## config.mk

```make
export PLATFORM = sky130hd
export DESIGN_NAME = ictsc_top
export DESIGN_NICKNAME = d
export VERILOG_FILES = /design/src/rtl/ictsc_pkg.sv /design/src/rtl/ictsc_sync3.sv /design/src/rtl/ictsc_capmem.sv /design/src/rtl/ictsc_top.sv
export VERILOG_INCLUDE_DIRS = /design/src /design/src/rtl
export SDC_FILE = /design/constraint.sdc
export NUM_CORES = 1
export LEC_CHECK = 0
export ABC_AREA = 1
export BUFFER_PORTS_ARGS = -buffer_cell sky130_fd_sc_hd__buf_4
export CAP_MARGIN = 20
export CORE_MARGIN = 4
export CORE_UTILIZATION = 60
export DETAILED_ROUTE_END_ITERATION = 10
export PLACE_DENSITY_LB_ADDON = 0.05
export SKIP_CTS_REPAIR_TIMING = 1
export SLEW_MARGIN = 20
export SYNTH_ARGS = -nofsm -noshare
export SYNTH_HDL_FRONTEND = slang
export SYNTH_SLANG_ARGS = --single-unit
```

## constraint.sdc

```tcl
create_clock -name hclk -period 2.55 [get_ports hclk]
set_input_delay 0.255 -clock hclk [delete_from_list [all_inputs] [get_ports hclk]]
set_output_delay 0.255 -clock hclk [all_outputs]
set_load 0.01 [all_outputs]
```

## src/rtl/ictsc_defines.svh

```systemverilog
`ifndef ICTSC_DEFINES_SVH
`define ICTSC_DEFINES_SVH

// ********************************************************
// register map, byte addresses
// ********************************************************
`define ICTSC_OFS_CTRL   5'h00
`define ICTSC_OFS_CNT    5'h04
`define ICTSC_OFS_CAP0   5'h08
`define ICTSC_OFS_CAP1   5'h0c
`define ICTSC_OFS_STAT   8'h80
`define ICTSC_OFS_MASK   8'h84

// ********************************************************
// field layout and reset values
// ********************************************************
`define ICTSC_CTRL_W     12
`define ICTSC_CTRL_RST   12'h000
`define ICTSC_EV_OVF     0
`define ICTSC_EV_CAP0    1
`define ICTSC_EV_CAP1    2
`define ICTSC_EV_PER_CH  3

`endif

```

## src/rtl/ictsc_pkg.sv

```systemverilog
package ictsc_pkg;

  typedef enum logic [1:0] {
    ICTSC_EDGE_RISE = 2'b00,
    ICTSC_EDGE_FALL = 2'b01,
    ICTSC_EDGE_BOTH = 2'b10
  } ictsc_edge_t;

  typedef enum logic {
    ICTSC_SRC_UNDIV = 1'b0,
    ICTSC_SRC_PIN   = 1'b1
  } ictsc_src_t;

  typedef enum logic [1:0] {
    ICTSC_MODE_INDEP  = 2'b00,
    ICTSC_MODE_MASTER = 2'b01,
    ICTSC_MODE_FOLLOW = 2'b10
  } ictsc_mode_t;

  typedef enum logic [1:0] {
    ICTSC_CLR_NONE = 2'b00,
    ICTSC_CLR_CAP0 = 2'b01,
    ICTSC_CLR_CAP1 = 2'b10,
    ICTSC_CLR_SYNC = 2'b11
  } ictsc_clr_t;

  typedef struct packed {
    ictsc_edge_t cap_edge1;
    ictsc_edge_t cap_edge0;
    ictsc_clr_t  clr;
    ictsc_mode_t mode;
    ictsc_edge_t cnt_edge;
    ictsc_src_t  src;
    logic        run;
  } ictsc_ctrl_t;

endpackage

```

## src/rtl/ictsc_sync3.sv

```systemverilog
`timescale 1ns/1ps

// three-stage pin synchroniser; a change counts once stages 2 and 3 agree
module ictsc_sync3 (
  input  wire logic hclk,
  input  wire logic hresetn,
  input  wire logic pin,
  output logic      rise,
  output logic      fall
);

  logic s1_q;
  logic s2_q;
  logic s3_q;
  logic lvl_q;

  always_ff @(posedge hclk or negedge hresetn) begin
    if (!hresetn) begin
      s1_q <= 1'b0;
      s2_q <= 1'b0;
      s3_q <= 1'b0;
    end else begin
      s1_q <= pin;
      s2_q <= s1_q;
      s3_q <= s2_q;
    end
  end

  always_ff @(posedge hclk or negedge hresetn) begin
    if (!hresetn) begin
      lvl_q <= 1'b0;
    end else if (s2_q == s3_q) begin
      lvl_q <= s3_q;
    end
  end

  assign rise = (s2_q == s3_q) & s3_q & ~lvl_q;
  assign fall = (s2_q == s3_q) & ~s3_q & lvl_q;

endmodule

```

## src/rtl/ictsc_capmem.sv

```systemverilog
`timescale 1ns/1ps

// capture word store; every word has its own write port, read is registered
module ictsc_capmem #(
  parameter int WORDS = 8,
  parameter int WIDTH = 16,
  parameter int AW    = 3
) (
  input  wire logic                   hclk,
  input  wire logic                   hresetn,
  input  wire logic [WORDS-1:0]       we,
  input  wire logic [WORDS*WIDTH-1:0] wdata,
  input  wire logic [AW-1:0]          raddr,
  output logic      [WIDTH-1:0]       rdata_q
);

  logic [WIDTH-1:0] mem_q [WORDS];

  initial begin
    if (WORDS > (1 << AW)) $error("capmem address too narrow");
  end

  for (genvar w = 0; w < WORDS; w++) begin : g_word
    always_ff @(posedge hclk or negedge hresetn) begin
      if (!hresetn) begin
        mem_q[w] <= '0;
      end else if (we[w]) begin
        mem_q[w] <= wdata[w*WIDTH +: WIDTH];
      end
    end
  end

  always_ff @(posedge hclk or negedge hresetn) begin
    if (!hresetn) begin
      rdata_q <= '0;
    end else begin
      rdata_q <= (32'(raddr) < WORDS) ? mem_q[raddr] : '0;
    end
  end

endmodule

```

## src/rtl/ictsc_top.sv

```systemverilog
// Decided for this implementation: the placing of the registers and the AHB-Lite slave port.
`timescale 1ns/1ps
`include "ictsc_defines.svh"

module ictsc_top #(
  parameter int   NCH          = 4,
  parameter int   CW           = 16,
  parameter logic RUN_AT_RESET = 1'b1
) (
  input  wire logic            hclk,
  input  wire logic            hresetn,
  input  wire logic            hsel,
  input  wire logic [31:0]     haddr,
  input  wire logic [1:0]      htrans,
  input  wire logic            hwrite,
  input  wire logic [2:0]      hsize,
  input  wire logic [31:0]     hwdata,
  input  wire logic            hready,
  output logic                 hreadyout,
  output logic      [31:0]     hrdata,
  output logic                 hresp,
  input  wire logic [NCH-1:0]  count_pin,
  input  wire logic [2*NCH-1:0] cap_pin,
  output logic                 irq
);

  localparam int NEV = `ICTSC_EV_PER_CH * NCH;
  localparam int MAW = $clog2(2 * NCH);

  initial begin
    if (NCH != 2 && NCH != 4) $error("NCH must be 2 or 4");
    if (CW < 2 || CW > 32) $error("CW must be 2 to 32");
  end

  // ********************************************************
  // address decode
  // ********************************************************
  function automatic logic ch_hit(input logic [31:0] a, input int ch,
                                  input logic [4:0] ofs);
    ch_hit = (a[31:8] == 24'h0) && (32'(a[7:5]) == ch) && (a[4:0] == ofs);
  endfunction

  function automatic logic glb_hit(input logic [31:0] a,
                                   input logic [7:0] ofs);
    glb_hit = (a[31:8] == 24'h0) && (a[7:0] == ofs);
  endfunction

  // ********************************************************
  // ahb-lite slave: one wait state on every transfer
  // ********************************************************
  logic        acc;
  logic        pend_q;
  logic        wr_q;
  logic [31:0] addr_q;
  logic        hready_q;
  logic [31:0] hrdata_q;
  logic        wr;

  assign acc = hsel & htrans[1] & hready;
  assign wr  = pend_q & wr_q;

  always_ff @(posedge hclk or negedge hresetn) begin
    if (!hresetn) begin
      pend_q   <= 1'b0;
      wr_q     <= 1'b0;
      addr_q   <= 32'h0;
      hready_q <= 1'b1;
    end else begin
      pend_q   <= acc;
      hready_q <= ~acc;
      if (acc) begin
        wr_q   <= hwrite;
        addr_q <= haddr;
      end
    end
  end

  assign hreadyout = hready_q;
  assign hrdata    = hrdata_q;
  assign hresp     = 1'b0;

  // ********************************************************
  // per-channel state
  // ********************************************************
  ictsc_pkg::ictsc_ctrl_t ctrl_q [NCH];
  logic [CW-1:0]          cnt_q  [NCH];
  logic [NCH-1:0]         cnt_wr;
  logic [NCH-1:0]         tick;
  logic [NCH-1:0]         own_fire;
  logic [NCH-1:0]         sync_ok;
  logic [NCH-1:0]         pair_on;
  logic [NCH-1:0]         clr_now;
  logic [NCH-1:0]         load;
  logic [NCH-1:0]         cnt_rise;
  logic [NCH-1:0]         cnt_fall;
  logic [2*NCH-1:0]       cap_rise;
  logic [2*NCH-1:0]       cap_fall;
  logic [2*NCH-1:0]       cap_ev;
  logic [2*NCH*CW-1:0]    cap_data;
  logic [NEV-1:0]         ev_set;
  logic [NEV-1:0]         status_q;
  logic [CW-1:0]          cap_rdata;

  function automatic logic edge_ok(input ictsc_pkg::ictsc_edge_t e,
                                   input logic r, input logic f);
    case (e)
      ictsc_pkg::ICTSC_EDGE_FALL: edge_ok = f;
      ictsc_pkg::ICTSC_EDGE_BOTH: edge_ok = r | f;
      default:                    edge_ok = r;
    endcase
  endfunction

  for (genvar c = 0; c < NCH; c++) begin : g_ch
    localparam int P = c ^ 1; // partner fixed: a-b, c-d
    ictsc_pkg::ictsc_ctrl_t wctl;

    ictsc_sync3 u_cnt_sync (
      .hclk    (hclk),
      .hresetn (hresetn),
      .pin     (count_pin[c]),
      .rise    (cnt_rise[c]),
      .fall    (cnt_fall[c])
    );

    for (genvar k = 0; k < 2; k++) begin : g_cap
      ictsc_sync3 u_cap_sync (
        .hclk    (hclk),
        .hresetn (hresetn),
        .pin     (cap_pin[2*c+k]),
        .rise    (cap_rise[2*c+k]),
        .fall    (cap_fall[2*c+k])
      );
      assign cap_data[(2*c+k)*CW +: CW] = cnt_q[c];
    end

    assign cap_ev[2*c]   = ctrl_q[c].run &
        edge_ok(ctrl_q[c].cap_edge0, cap_rise[2*c], cap_fall[2*c]);
    assign cap_ev[2*c+1] = ctrl_q[c].run &
        edge_ok(ctrl_q[c].cap_edge1, cap_rise[2*c+1], cap_fall[2*c+1]);

    // undivided clock counts every cycle, always on the rising edge
    assign tick[c] = ctrl_q[c].run &
        ((ctrl_q[c].src == ictsc_pkg::ICTSC_SRC_UNDIV) |
         edge_ok(ctrl_q[c].cnt_edge, cnt_rise[c], cnt_fall[c]));

    // local clear from a selected capture register
    assign own_fire[c] =
        ((ctrl_q[c].clr == ictsc_pkg::ICTSC_CLR_CAP0) & cap_ev[2*c]) |
        ((ctrl_q[c].clr == ictsc_pkg::ICTSC_CLR_CAP1) & cap_ev[2*c+1]);

    // a follower only joins while its partner is master
    assign sync_ok[c] = (ctrl_q[c].mode == ictsc_pkg::ICTSC_MODE_MASTER) |
        ((ctrl_q[c].mode == ictsc_pkg::ICTSC_MODE_FOLLOW) &
         (ctrl_q[P].mode == ictsc_pkg::ICTSC_MODE_MASTER));
    assign pair_on[c] = sync_ok[c] & sync_ok[P];

    // disabled clearing never matches any term here
    assign clr_now[c] = own_fire[c] |
        ((ctrl_q[c].clr == ictsc_pkg::ICTSC_CLR_SYNC) & pair_on[c] &
         own_fire[P]);

    assign cnt_wr[c] = wr & ch_hit(addr_q, c, `ICTSC_OFS_CNT);
    assign load[c]   = cnt_wr[c] | (pair_on[c] & cnt_wr[P]);

    always_ff @(posedge hclk or negedge hresetn) begin
      if (!hresetn) begin
        cnt_q[c] <= '0;
      end else if (load[c]) begin
        cnt_q[c] <= hwdata[CW-1:0];
      end else if (clr_now[c]) begin
        cnt_q[c] <= '0;
      end else if (tick[c]) begin
        cnt_q[c] <= cnt_q[c] + 1'b1; // wraps to zero
      end
    end

    // write filtering keeps illegal combinations out of the register
    always_comb begin
      wctl = ictsc_pkg::ictsc_ctrl_t'(hwdata[`ICTSC_CTRL_W-1:0]);
      if (wctl.src == ictsc_pkg::ICTSC_SRC_UNDIV) begin
        wctl.cnt_edge = ictsc_pkg::ICTSC_EDGE_RISE;
      end
      if (wctl.mode == ictsc_pkg::ICTSC_MODE_FOLLOW) begin
        if (ctrl_q[P].mode != ictsc_pkg::ICTSC_MODE_MASTER) begin
          wctl.mode = ictsc_pkg::ICTSC_MODE_INDEP;
        end else begin
          wctl.clr = ictsc_pkg::ICTSC_CLR_SYNC;
        end
      end
    end

    always_ff @(posedge hclk or negedge hresetn) begin
      if (!hresetn) begin
        ctrl_q[c]     <= ictsc_pkg::ictsc_ctrl_t'(`ICTSC_CTRL_RST);
        ctrl_q[c].run <= RUN_AT_RESET;
      end else if (wr & ch_hit(addr_q, c, `ICTSC_OFS_CTRL)) begin
        ctrl_q[c] <= wctl;
      end
    end

    assign ev_set[`ICTSC_EV_PER_CH*c + `ICTSC_EV_OVF] =
        tick[c] & ~load[c] & ~clr_now[c] & (&cnt_q[c]);
    assign ev_set[`ICTSC_EV_PER_CH*c + `ICTSC_EV_CAP0] = cap_ev[2*c];
    assign ev_set[`ICTSC_EV_PER_CH*c + `ICTSC_EV_CAP1] = cap_ev[2*c+1];

  end

  // ********************************************************
  // capture store
  // ********************************************************
  ictsc_capmem #(
    .WORDS (2 * NCH),
    .WIDTH (CW),
    .AW    (MAW)
  ) u_capmem (
    .hclk    (hclk),
    .hresetn (hresetn),
    .we      (cap_ev),
    .wdata   (cap_data),
    .raddr   (MAW'({haddr[7:5], haddr[2]})),
    .rdata_q (cap_rdata)
  );

  // ********************************************************
  // interrupt status and mask
  // ********************************************************
  logic [NEV-1:0] status_d;
  logic [NEV-1:0] mask_q;
  logic [NEV-1:0] w1c;
  logic           irq_q;

  assign w1c = (wr & glb_hit(addr_q, `ICTSC_OFS_STAT)) ?
               hwdata[NEV-1:0] : '0;
  // a new event in the clearing cycle survives
  assign status_d = (status_q & ~w1c) | ev_set;

  always_ff @(posedge hclk or negedge hresetn) begin
    if (!hresetn) begin
      status_q <= '0;
    end else begin
      status_q <= status_d;
    end
  end

  always_ff @(posedge hclk or negedge hresetn) begin
    if (!hresetn) begin
      mask_q <= '0;
    end else if (wr & glb_hit(addr_q, `ICTSC_OFS_MASK)) begin
      mask_q <= hwdata[NEV-1:0];
    end
  end

  always_ff @(posedge hclk or negedge hresetn) begin
    if (!hresetn) begin
      irq_q <= 1'b0;
    end else begin
      irq_q <= |(status_d & mask_q);
    end
  end

  assign irq = irq_q;

  // ********************************************************
  // read data
  // ********************************************************
  logic [31:0] rd_val;

  always_comb begin
    rd_val = 32'h0;
    if (glb_hit(addr_q, `ICTSC_OFS_STAT)) begin
      rd_val = 32'(status_q);
    end else if (glb_hit(addr_q, `ICTSC_OFS_MASK)) begin
      rd_val = 32'(mask_q);
    end else begin
      for (int c = 0; c < NCH; c++) begin
        if (ch_hit(addr_q, c, `ICTSC_OFS_CTRL)) begin
          rd_val = 32'(ctrl_q[c]);
        end else if (ch_hit(addr_q, c, `ICTSC_OFS_CNT)) begin
          rd_val = 32'(cnt_q[c]);
        end else if (ch_hit(addr_q, c, `ICTSC_OFS_CAP0) ||
                     ch_hit(addr_q, c, `ICTSC_OFS_CAP1)) begin
          rd_val = 32'(cap_rdata);
        end
      end
    end
  end

  always_ff @(posedge hclk or negedge hresetn) begin
    if (!hresetn) begin
      hrdata_q <= 32'h0;
    end else if (pend_q & ~wr_q) begin
      hrdata_q <= rd_val;
    end
  end
endmodule

```

==> run summary <==
Placed Instances - 2976
clk slew on worst S/H paths - 0.06 ns
top post-synthesis cells by count - 625 x nand2_1, 396 x o21ai_0, 375 x dfrtp_1
Hold WC Path Type - input pin to register
Fillers - 2376
Data required, critical path - 3.00 ns
warnings from Yosys - 0
Die Area - 35400 um2
synthesized area - 19500 um2
status - completed
routability cong. - 1.02
Crit Path Class - register to register
H-Tree Depth - 2
antenna violations before repair - 2
worst slew pin tran - 0.901 ns
first-pass GRT wire length - 94.6 mm
Post-synth EDFFs - 0
Most used DFF post-synth - dfrtp_1
drt pass-1 iters - 9
setup repair after global routing missed its margin - yes
fin util - 73.8%
Num Clock Sinks - 380
Worst Setup End Kind - register
layout cells sized above 1 - 14.4%
synthesized instance count - 2450
FF+latch area - 9520 um2
final-report hold violation count - 0
Final min period - 2.50 ns
DRC Markers - 0
number of top-level pins - 121
P&R area growth vs syn - 20.6%
FMAX - 400 MHz
detailed placement HPWL - 44.2 mm
area of the multi-input gates - 8800 um2
Critical Path Source Type - register
routed vias/inst - 5.85
worst-path fanout max - 15
Setup violations, final - 0
largest net degree at the start of global routing - 71
Cell variety after synth - 52
Avg Inst Size Synth - 7.94 um2
Max VDD drop - 689 uV
Tot GR Track Use - 34.3%
TritonCTS clock tree - done
# rows - 65
ys async rst share - 100%
Slew HR - 39.6%
Remaining Overflow, GRT - 0
register area share after synthesis - 48.9%
crit share post-route - 98.0%
Slew Viols, Final - 0
final WL - 63.4 mm
top cell type's share of synthesized area - 48.2%
Die Span Y - 188 um
area leader, netlist - dfrtp_1
Vias - 18200
Clock Tree Buf Depth - 3
Net count, final - 2788
top cells by area, synth - dfrtp_1 48%, nand2_1 12%, o21ai_0 10%
Worst-Skew Late Latency - 0.56 ns
Worst Skew - 0.0308 ns
cell leakage power - 11.4 nW
TritonCTS buffer count - 41
die width - 188 um
Post-DRT Antenna Nets - 0
Setup WS post-layout - 0.0512 ns
Core Area - 31800 um2
final std cells w/o fill - 3116
Initial Util - 61.2%
Synth Register Bits - 380
WL/cell - 20.3 um
Max-cap violations - 0
Power Dens Cells - 829 nW/um2
post-place setup slack - 0.0205 ns
ant diodes - 0
I/O Buffers - 83
Data arrival, critical path - 2.94 ns
top-count cell post-synth - nand2_1
1st-iter DRT viols - 1997
clock root cell - clkbuf_16
vias in the first global route - 16700
flip-flops by register name, summed over array words and instances (netlist names), 4 cells and up:
name                         count
u_capmem.mem_q                 128
cap_data                        64
ctrl_q                          48
addr_q                          32
hrdata                          16
u_capmem.rdata_q                16
mask_q                          12
status_q                        12
g_ch.g_cap.u_cap_sync.lvl_q      8
g_ch.g_cap.u_cap_sync.s1_q       8
g_ch.g_cap.u_cap_sync.s2_q       8
g_ch.g_cap.u_cap_sync.s3_q       8
g_ch.u_cnt_sync.lvl_q            4
g_ch.u_cnt_sync.s1_q             4
g_ch.u_cnt_sync.s2_q             4
g_ch.u_cnt_sync.s3_q             4
path summary, 6_finish.rpt:
| path | from | to | slack, ns | depth (start not counted) |
|---|---|---|---|---|
| worst min-delay path | hwdata[1] | cap_data[1] | 0.02 | 3 |
| min in group asynchronous | hresetn | g_ch[3].g_cap[1].u_cap_sync.lvl_q | 0.26 | 2 |
| worst max register to register | addr_q[20] | hrdata[2] | 0.05 | 18 |
| worst max-delay path | addr_q[20] | hrdata[2] | 0.05 | 18 |
| worst min register to register | g_ch[2].g_cap[1].u_cap_sync.s1_q | g_ch[2].g_cap[1].u_cap_sync.s2_q | 0.34 | 0 |
| max in group asynchronous | hresetn | cap_data[33] | 1.48 | 3 |
placed cells by master, fill, tap and decap left out, types with 3 or more instances in the layout:
master / netlist / layout
dfrtp_1: 375 / 373
o21ai_2: 5 / 10
nand4_1: 28 / 28
dfstp_2: 5 / 5
bufinv_16: 0 / 9
a31oi_1: 27 / 26
a21oi_1: 33 / 33
o32ai_1: 5 / 4
nor3_2: 5 / 10
conb_1: 1 / 17
buf_12: 0 / 9
nor2_1: 252 / 244
inv_2: 9 / 10
clkinvlp_4: 0 / 4
nand2_4: 4 / 7
buf_4: 22 / 186
clkbuf_8: 0 / 7
nand3_1: 92 / 87
clkbuf_1: 70 / 7
buf_6: 3 / 7
dlygate4sd3_1: 0 / 50
o21ai_0: 396 / 390
o211ai_1: 17 / 17
nor3_1: 21 / 16
nand2_1: 625 / 612
o22ai_1: 61 / 59
ha_1: 52 / 52
nand3_2: 3 / 7
nand2_2: 10 / 19
nor2_2: 7 / 10
inv_6: 0 / 3
nor2_4: 6 / 11
a22oi_1: 4 / 4
clkbuf_16: 0 / 42
o21ai_1: 14 / 15
clkinv_2: 1 / 4
inv_1: 217 / 215
xor2_1: 32 / 32
power breakdown:
part	switching, mW	internal (mW)	total (mW)
clock network	2.54	4.10	6.64
logic	2.75	1.46	4.21
registers	1.11	7.48	8.59
total	6.40	13.0	19.4
cells by family (layout without fill, tap and decap cells):
kind of cell | after synthesis | count (layout) | share of synthesized area (%)
flip-flops | 380 | 380 | 48.9
AND/OR/NAND/NOR | 1066 | 1066 | 23.0
XOR/XNOR | 33 | 33 | 1.49
AO/OA/AOI/OAI | 572 | 572 | 15.9
buffers and inverters | 346 | 561 | 7.35
adder cells (fa/ha/maj) | 52 | 52 | 3.34
other | 1 | 17 | 0.0193
per-layer routing:
| layer | wire (um) | part of all wire (%) | track usage [%] | vias up |
|---|---|---|---|---|
| li1 | - | - | - | 8403 |
| met1 | 25400 | 40 | 47.6 | 8751 |
| met2 | 29400 | 46 | 54.3 | 898 |
| met3 | 5880 | 9.3 | 6.53 | 179 |
| met4 | 2750 | 4.3 | 12.3 | 0 |
| met5 | 0 | 0 | 0 | - |
cell type report:
cell class | count | share of cell area [%]
well taps | 435 | 2.32
flip-flops and latches | 380 | 40.6
clock inverters | 19 | 1.52
multi-input cells | 1740 | 37.5
clock buffers | 55 | 4.90
repair buffers | 254 | 9.36
inverters | 233 | 3.82
critical path, stage by stage (launching register included):
cell and delay, ns:
dfrtp_1 0.35, nor2_1 0.05, nand2_1 0.13, nor2_4 0.06, nand3_4 0.12, buf_4 0.14
nor2_4 0.05, buf_4 0.15, clkbuf_16 0.17, o211ai_1 0.09, nand3_1 0.09, nor2_1 0.11
nand4_1 0.20, nor2_1 0.14, nand3_1 0.13, nor2_1 0.18, nand4_1 0.11, nand2_1 0.08
nand2_1 0.06
through the flow:
stage | setup TNS, ns | hold slack (ns) | total power [mW] | area (um2)
3_3_place_gp | 0 | 0.249 | 12.4 | 21000
5_1_grt | -2.00 | 0.00699 | 20.4 | 23500
2_1_floorplan | 0 | -0.0406 | 10.9 | 19500
4_1_cts | -0.0912 | -0.323 | 19.2 | 22500
6_report | 0 | 0.0202 | 19.4 | 23500
3_5_place_dp | 0 | 0.255 | 12.6 | 21000
No activity file was read; power rests on OpenSTA's default activity.
